**config.mk**
```make
export PLATFORM = sky130hd
export DESIGN_NAME = spr_regs
export DESIGN_NICKNAME = d
export VERILOG_FILES = /design/src/spr_key_cmp.v /design/src/spr_regs.v
export VERILOG_INCLUDE_DIRS = /design/src
export SDC_FILE = /design/constraint.sdc
export NUM_CORES = 1
export LEC_CHECK = 0
export ABC_AREA = 0
export BUFFER_PORTS_ARGS = -buffer_cell sky130_fd_sc_hd__buf_2
export CAP_MARGIN = 20
export CORE_MARGIN = 2
export CORE_UTILIZATION = 57
export DETAILED_ROUTE_END_ITERATION = 6
export PLACE_DENSITY = 0.79
export SYNTH_ARGS = -nofsm -noshare
export SYNTH_HDL_FRONTEND = slang
export SYNTH_SLANG_ARGS = --single-unit
```
**constraint.sdc**
```tcl
create_clock -name mclk -period 6.5 [get_ports mclk]
set_input_delay 1.3 -clock mclk [delete_from_list [all_inputs] [get_ports mclk]]
set_output_delay 1.3 -clock mclk [all_outputs]
set_load 0.03 [all_outputs]
```
**src/spr_consts.vh**
```
// spr_consts.vh: offsets, field positions, reset values and widths for the
// second plane surface register bank.
// assumes: included by bare name from the plane register bank files.
`ifndef SPR_CONSTS_VH
`define SPR_CONSTS_VH

// ----------------------------------------------------------------------
// register address width and byte offsets
// ----------------------------------------------------------------------
`define SPR_ADDR_W          20
`define SPR_OFF_LIN         20'h71184
`define SPR_OFF_STRIDE      20'h71188
`define SPR_OFF_KEYVAL      20'h71194
`define SPR_OFF_KEYMSK      20'h71198
`define SPR_OFF_SURF        20'h7119c
`define SPR_OFF_TILE        20'h711a4
`define SPR_OFF_FLPQ        20'h71200

// ----------------------------------------------------------------------
// reset values
// ----------------------------------------------------------------------
`define SPR_RST_LIN         32'h00000000
`define SPR_RST_STRIDE      32'h00000000
`define SPR_RST_KEY         24'h000000
`define SPR_RST_SURF        17'h00000
`define SPR_RST_TILE        12'h000
`define SPR_RST_FLPQ        32'h00000800
`define SPR_RST_OCC         8'h00

// ----------------------------------------------------------------------
// field positions
// ----------------------------------------------------------------------
`define SPR_KEY_MSB         23
`define SPR_SURF_MSB        28
`define SPR_SURF_LSB        12
`define SPR_TILE_Y_MSB      27
`define SPR_TILE_Y_LSB      16
`define SPR_TILE_X_MSB      11
`define SPR_TILE_X_LSB      0
`define SPR_FLPQ_FREE_MSB   15
`define SPR_FLPQ_FREE_LSB   8
`define SPR_FLPQ_OCC_MSB    7
`define SPR_FLPQ_OCC_LSB    0
`define SPR_CTL_TILED_BIT   10

// ----------------------------------------------------------------------
// flip queue
// ----------------------------------------------------------------------
`define SPR_FLPQ_DEPTH      8

`endif

```
**src/spr_key_cmp.v**
```verilog
// spr_key_cmp.v: colour key comparison of one sprite pixel.
// assumes: pixel, key and mask are all red/green/blue packed, same width.
`default_nettype none

module spr_key_cmp #(
	parameter W = 24
) (
	input  wire [W-1:0] pixel,     // sprite source pixel
	input  wire [W-1:0] key_value, // key colour
	input  wire [W-1:0] key_mask,  // one = bit takes part in compare
	output wire         is_match   // pixel matches the key
);

	// mismatch in a masked-out bit is ignored
	assign is_match = ~|((pixel ^ key_value) & key_mask);

endmodule // spr_key_cmp

`default_nettype wire

```
**src/spr_regs.v**
```verilog
// spr_regs.v: double buffered surface register bank of the second plane.
// assumes: vsync, vblank and plane control bits come from logic on mclk;
// register port and command stream port are on mclk too.
`default_nettype none
`include "spr_consts.vh"

module spr_regs #(
	parameter AW    = `SPR_ADDR_W,     // register address width
	parameter DEPTH = `SPR_FLPQ_DEPTH  // flip queue entries
) (
	input  wire          mclk,           // clock, 10 MHz
	input  wire          nrst,           // synchronous reset, active low
	input  wire          sw_wr_en,       // software register write strobe
	input  wire [AW-1:0] sw_wr_addr,     // software write byte address
	input  wire [31:0]   sw_wr_data,     // software write data
	input  wire          sw_rd_en,       // software register read strobe
	input  wire [AW-1:0] sw_rd_addr,     // software read byte address
	output reg  [31:0]   sw_rd_data,     // read data, one cycle after strobe
	output reg           sw_rd_valid,    // read data valid pulse
	input  wire          cs_wr_valid,    // command stream register load
	input  wire [AW-1:0] cs_wr_addr,     // command stream byte address
	input  wire [31:0]   cs_wr_data,     // command stream data
	output wire          cs_wr_ready,    // load taken this cycle
	input  wire          vsync,          // pipe vertical sync level
	input  wire          vblank,         // pipe vertical blank level
	input  wire          pipe_enabled,   // pipe driving this plane runs
	input  wire          ctl_tiled,      // plane control tiled surface bit
	input  wire          ctl_key_enable, // plane control source key enable
	input  wire          ctl_rotate180,  // plane control 180 degree rotation
	input  wire          pix_valid,      // sprite pixel strobe
	input  wire [23:0]   pix_data,       // sprite pixel, red green blue
	output reg  [31:0]   first_pix_addr, // aperture address of first pixel
	output reg  [31:0]   stride_out,     // active stride in bytes
	output reg  [11:0]   tile_x_out,     // active tiled x start, pixels
	output reg  [11:0]   tile_y_out,     // active tiled y start, lines
	output reg           tile_from_lr,   // x/y mark the lower right corner
	output reg           pix_transparent,// pixel keyed out
	output reg           pix_out_valid   // qualifies pix_transparent
);

	// ----------------------------------------------------------------------
	// write port merge
	// ----------------------------------------------------------------------
	// software wins; a command stream load waits while sw_wr_en is high
	assign cs_wr_ready = ~sw_wr_en;

	wire          wr_en   = sw_wr_en | cs_wr_valid;
	wire [AW-1:0] wr_addr = sw_wr_en ? sw_wr_addr : cs_wr_addr;
	wire [31:0]   wr_data = sw_wr_en ? sw_wr_data : cs_wr_data;

	wire wr_lin    = wr_en && (wr_addr == `SPR_OFF_LIN);
	wire wr_stride = wr_en && (wr_addr == `SPR_OFF_STRIDE);
	wire wr_keyval = wr_en && (wr_addr == `SPR_OFF_KEYVAL);
	wire wr_keymsk = wr_en && (wr_addr == `SPR_OFF_KEYMSK);
	wire wr_surf   = wr_en && (wr_addr == `SPR_OFF_SURF);
	wire wr_tile   = wr_en && (wr_addr == `SPR_OFF_TILE);

	// ----------------------------------------------------------------------
	// timing events
	// ----------------------------------------------------------------------
	reg vsync_q;
	reg vblank_q;

	always @(posedge mclk) begin
		if (!nrst) begin
			vsync_q  <= 1'b0;
			vblank_q <= 1'b0;
		end else begin
			vsync_q  <= vsync;
			vblank_q <= vblank;
		end
	end

	wire vsync_rise  = vsync & ~vsync_q;
	wire vblank_rise = vblank & ~vblank_q;
	wire load_vsync  = vsync_rise | ~pipe_enabled;
	wire load_vblank = vblank_rise | ~pipe_enabled;

	// ----------------------------------------------------------------------
	// pending (software visible) registers
	// ----------------------------------------------------------------------
	reg [31:0] lin_q;
	reg [31:0] stride_q;
	reg [23:0] keyval_q;
	reg [23:0] keymsk_q;
	reg [16:0] surf_q;
	reg [11:0] tile_x_q;
	reg [11:0] tile_y_q;

	always @(posedge mclk) begin
		if (!nrst) begin
			lin_q    <= `SPR_RST_LIN;
			stride_q <= `SPR_RST_STRIDE;
			keyval_q <= `SPR_RST_KEY;
			keymsk_q <= `SPR_RST_KEY;
			surf_q   <= `SPR_RST_SURF;
			tile_x_q <= `SPR_RST_TILE;
			tile_y_q <= `SPR_RST_TILE;
		end else begin
			if (wr_lin)
				lin_q <= wr_data;
			if (wr_stride)
				stride_q <= wr_data;
			if (wr_keyval)
				keyval_q <= wr_data[`SPR_KEY_MSB:0];
			if (wr_keymsk)
				keymsk_q <= wr_data[`SPR_KEY_MSB:0];
			if (wr_surf)
				surf_q <= wr_data[`SPR_SURF_MSB:`SPR_SURF_LSB];
			if (wr_tile) begin
				tile_y_q <= wr_data[`SPR_TILE_Y_MSB:`SPR_TILE_Y_LSB];
				tile_x_q <= wr_data[`SPR_TILE_X_MSB:`SPR_TILE_X_LSB];
			end
		end
	end

	// ----------------------------------------------------------------------
	// flip arming and queue occupancy
	// ----------------------------------------------------------------------
	reg        flip_armed_q;
	reg [7:0]  occ_q;
	reg [7:0]  occ_d;
	wire       flip_commit = flip_armed_q & load_vblank;

	// a surface write landing on the commit cycle re-arms: set beats clear
	always @(posedge mclk) begin
		if (!nrst)
			flip_armed_q <= 1'b0;
		else if (wr_surf)
			flip_armed_q <= 1'b1;
		else if (flip_commit)
			flip_armed_q <= 1'b0;
	end

	// occupancy saturates at DEPTH: further surface writes before a commit
	// go uncounted, so status never shows more than DEPTH occupied entries
	// every queued flip drains together at the commit
	always @* begin
		occ_d = occ_q;
		if (flip_commit)
			occ_d = wr_surf ? 8'h01 : 8'h00;
		else if (wr_surf && (occ_q < DEPTH[7:0]))
			occ_d = occ_q + 8'h01;
	end

	always @(posedge mclk) begin
		if (!nrst)
			occ_q <= `SPR_RST_OCC;
		else
			occ_q <= occ_d;
	end

	// ----------------------------------------------------------------------
	// active registers
	// ----------------------------------------------------------------------
	reg [31:0] lin_act_q;
	reg [31:0] stride_act_q;
	reg [23:0] keyval_act_q;
	reg [23:0] keymsk_act_q;
	reg [16:0] surf_act_q;
	reg [11:0] tile_x_act_q;
	reg [11:0] tile_y_act_q;

	always @(posedge mclk) begin
		if (!nrst) begin
			lin_act_q    <= `SPR_RST_LIN;
			stride_act_q <= `SPR_RST_STRIDE;
			keyval_act_q <= `SPR_RST_KEY;
			keymsk_act_q <= `SPR_RST_KEY;
			surf_act_q   <= `SPR_RST_SURF;
			tile_x_act_q <= `SPR_RST_TILE;
			tile_y_act_q <= `SPR_RST_TILE;
		end else begin
			if (load_vsync)
				lin_act_q <= lin_q;
			if (load_vblank) begin
				tile_x_act_q <= tile_x_q;
				tile_y_act_q <= tile_y_q;
			end
			if (flip_commit) begin
				surf_act_q   <= surf_q;
				stride_act_q <= stride_q;
				keyval_act_q <= keyval_q;
				keymsk_act_q <= keymsk_q;
			end
		end
	end

	// ----------------------------------------------------------------------
	// plane outputs
	// ----------------------------------------------------------------------
	// base is an aperture offset; page translation happens downstream
	wire [31:0] surf_addr = {3'h0, surf_act_q, 12'h000};

	always @(posedge mclk) begin
		if (!nrst) begin
			first_pix_addr <= 32'h00000000;
			stride_out     <= `SPR_RST_STRIDE;
			tile_x_out     <= `SPR_RST_TILE;
			tile_y_out     <= `SPR_RST_TILE;
			tile_from_lr   <= 1'b0;
		end else begin
			stride_out <= stride_act_q;
			if (ctl_tiled) begin
				first_pix_addr <= surf_addr;
				tile_x_out     <= tile_x_act_q;
				tile_y_out     <= tile_y_act_q;
			end else begin
				first_pix_addr <= surf_addr + lin_act_q;
				tile_x_out     <= 12'h000;
				tile_y_out     <= 12'h000;
			end
			// under rotation of a tiled surface x/y name the lower right corner
			tile_from_lr <= ctl_tiled & ctl_rotate180;
		end
	end

	// ----------------------------------------------------------------------
	// colour key
	// ----------------------------------------------------------------------
	wire key_hit;

	spr_key_cmp #(
		.W (24)
	) u_key (
		.pixel     (pix_data),
		.key_value (keyval_act_q),
		.key_mask  (keymsk_act_q),
		.is_match  (key_hit)
	);

	always @(posedge mclk) begin
		if (!nrst) begin
			pix_transparent <= 1'b0;
			pix_out_valid   <= 1'b0;
		end else begin
			pix_out_valid   <= pix_valid;
			pix_transparent <= pix_valid & ctl_key_enable & key_hit;
		end
	end

	// ----------------------------------------------------------------------
	// register read
	// ----------------------------------------------------------------------
	reg  [31:0] rd_mux;
	wire [7:0]  free_cnt = DEPTH[7:0] - occ_q;

	// free count is derived, so free plus occupied always equals DEPTH
	// pending values read back, not active ones
	always @* begin
		case (sw_rd_addr)
			`SPR_OFF_LIN:    rd_mux = lin_q;
			`SPR_OFF_STRIDE: rd_mux = stride_q;
			`SPR_OFF_KEYVAL: rd_mux = {8'h00, keyval_q};
			`SPR_OFF_KEYMSK: rd_mux = {8'h00, keymsk_q};
			`SPR_OFF_SURF:   rd_mux = {3'h0, surf_q, 12'h000};
			`SPR_OFF_TILE:   rd_mux = {4'h0, tile_y_q, 4'h0, tile_x_q};
			`SPR_OFF_FLPQ:   rd_mux = {16'h0000, free_cnt, occ_q};
			default:         rd_mux = 32'h00000000;
		endcase
	end

	always @(posedge mclk) begin
		if (!nrst) begin
			sw_rd_data  <= 32'h00000000;
			sw_rd_valid <= 1'b0;
		end else begin
			sw_rd_valid <= sw_rd_en;
			if (sw_rd_en)
				sw_rd_data <= rd_mux;
		end
	end

endmodule // spr_regs

`default_nettype wire

```
==> results.cfg <==
[run_status]
outcome = finished, violations left
failed_checks = DRC

[yosys]
synthTopCellsByCount = nand2_1 (511), dfxtp_1 (441), a21boi_0 (155)
ys_async_sr_fraction = 0
synth.largest_area_cell = dfxtp_1
ys_types = 69
synth_area_leaders = dfxtp_1 (48%), nand2_1 (11%), o211a_1 (7.5%), a21boi_0 (6.4%), and2_1 (2.7%)
yosysTopAreaCellShare = 0.484
syn_nets = 2179
yosysWarnings = 0
synthFlopType = dfxtp_1
synth.avg_cell_area_um2 = 9.13
synth-seq-area-share = 0.484
syn-cell-area_mm2 = 0.0182
synth.most_common_cell = nand2_1
synth_cells = 1999
synth_edf_count = 0
ys_ff_latch = 441

[floorplanning]
initial_core_util = 0.578
die_h_um = 183
die_w_um = 183
coreArea_mm2 = 0.0316
boundaryPins = 285
dieArea_mm2 = 0.0334
core.rowCount = 65

[final_layout]
num-nets-final = 2391
drive_gt1_frac = 0.178
synthToLayoutAreaGrowth_pct = 17.3
layout.area.seq_mm2 = 0.00883
multi_input_area_mm2 = 0.00886
finish.instance_area_mm2 = 0.0214
fillers = 2555
n_antenna_cell = 0

[clock_network]
clk-insertion-delay-late_ns = 0.55
numCtsBuffers = 45
clk_path_buf_depth = 3
cts_max_level = 2
cts_tree = built
clk_pin_slew_worst_paths_ns = 0.05
hold_buffers = 0
post_cts_buffers = 0
cts.sinks = 441
cts_resized = 0
cts_root_buf = clkbuf_16

[sta]
fin_worst_skew_ns = 0.0190
slew_violations = 0
period_needed_ns = 3.94
timing.fmax_ghz = 0.254
setup_violations = 0
rsz0062_at_grt = false
fin_hold_ws_ns = 0.449
finalCritPeriodShare = 0.606
tightestPinTransition_ns = 1.09
slew_headroom = 0.269
tns_ns = 0
hold_viol_final = 0

[placed_design]
dp_hpwl_um = 38200
portBuffers = 284
place_congestion = 0.953
place_area_mm2 = 0.0198

[setup_path]
required_ns = 5.20
crit_type = in2out
worst_path_max_delay_cell = buf_4
endpoint_kind = primary output
startpoint_type = input pin
crit_arrival_ns = 2.64
cpMostUsedCell = buf_2
critPathMaxFanout = 34
path_cells = buf_2, buf_4, inv_1, buf_2
slowest_delay_ns = 0.53

[power]
p_leak_uw = 0.0101
vdd_drop_max_mv = 0.245
powerDensity_mw_per_mm2 = 261

[global_routing]
grt_max_degree = 186
grtUsageTotal = 0.313
grt_overflow = 0
antenna_found_initial = 0
grt_pass1_vias = 15100
grt_pass1_wl_um = 82300

[routing]
drt_iter0_drc = 1578
vias = 15800
firstDrtPassIters = 7
wl_per_cell_um = 20.2
wirelength_um = 53300
remaining_drc_errors = 1
postRouteAntennaNets = 0
viasPerCell = 5.99

[run]
cap_violations = 0

[worst_hold_path]
hold_path.class = reg2reg
[placed cells by master, fill, tap and decap left out, types with 7 or more instances in the layout]
cell type and n:
xor2_1 32, xnor2_1 10, mux2i_1 45, and2_1 78, o2bb2ai_1 8, o21ai_1 12
nand4_1 12, a22oi_1 22, nor3_1 15, ha_1 19, nor2_1 40, or3_1 9
nand3_1 12, clkbuf_1 9, clkbuf_8 11, a221o_1 16, a21oi_1 31, inv_1 15
buf_2 283, a22o_1 15, and3_1 30, dfxtp_1 441, o21ai_0 50, buf_4 19
o21a_1 7, a211oi_1 8, nand2_1 510, a21boi_0 155, o211a_1 136, a221oi_1 22
clkbuf_16 47, nor2b_1 14
[routing by layer]
layer  track usage  vias up  routed length (um)
li1              -     7415                   -
met1         0.403     7545               21500
met2         0.528      736               25200
met3        0.0405      130                4170
met4         0.137        0                2440
met5             0        -                   0
[worst max-delay path: cells and delay by family]
family                 cells  cell delay, ns
buffers and inverters      4            1.32
[registers in the layout (all words and copies together), names as in the netlist, 8 cells and up]
register,count
first_pix_addr,32
lin_act_q,32
lin_q,32
stride_act_q,32
stride_out,32
stride_q,32
sw_rd_data,32
keymsk_act_q,24
keymsk_q,24
keyval_act_q,24
keyval_q,24
surf_act_q,17
surf_q,17
tile_x_act_q,12
tile_x_out,12
tile_x_q,12
tile_y_act_q,12
tile_y_out,12
tile_y_q,12
occ_q,8
[where the power goes]
part | internal, uW | switching (uW)
registers | 2700 | 1.09
logic | 78.9 | 152
clock network | 1600 | 1040
[worst paths after layout]
check / depth (start not counted) / slack (ns) / end / start
setup / recovery: 4 / 2.56 / cs_wr_ready / sw_wr_en
hold / removal: 1 / 0.45 / stride_out[6]$_SDFF_PN0_ / stride_act_q[6]$_SDFFE_PN0P_
setup reg to reg: 6 / 3.84 / occ_q[0]$_SDFFE_PN0P_ / vblank_q$_SDFF_PN0_
hold reg to reg: 1 / 0.45 / stride_out[6]$_SDFF_PN0_ / stride_act_q[6]$_SDFFE_PN0P_
[metrics by stage]
stage                     setup WS [ns]  cells  total power [uW]   util
after CTS                          2.54   2642              5590  0.677
final                              2.56   2644              5580  0.678
after global routing               2.25   2644              5730  0.678
after floorplan                    3.45   1999              2890      -
after detailed placement           2.04   2564              2990  0.629
after global placement             1.92   2562              2990  0.628
[final cells by class]
type | instances | area share
multi-input cells | 1401 | 0.414
inverters | 16 | 0.00281
flip-flops and latches | 441 | 0.412
clock buffers | 67 | 0.0636
clock inverters | 11 | 0.00766
well taps | 402 | 0.0235
repair buffers | 306 | 0.0761
[logic make-up after synthesis]
group | share of synthesized area
AO/OA/AOI/OAI | 0.231
XOR/XNOR | 0.0202
adder cells (fa/ha/maj) | 0.0141
buffers and inverters | 0.0338
flip-flops | 0.484
multiplexers | 0.0247
AND/OR/NAND/NOR | 0.192
Power figures use the tool's default switching activity.
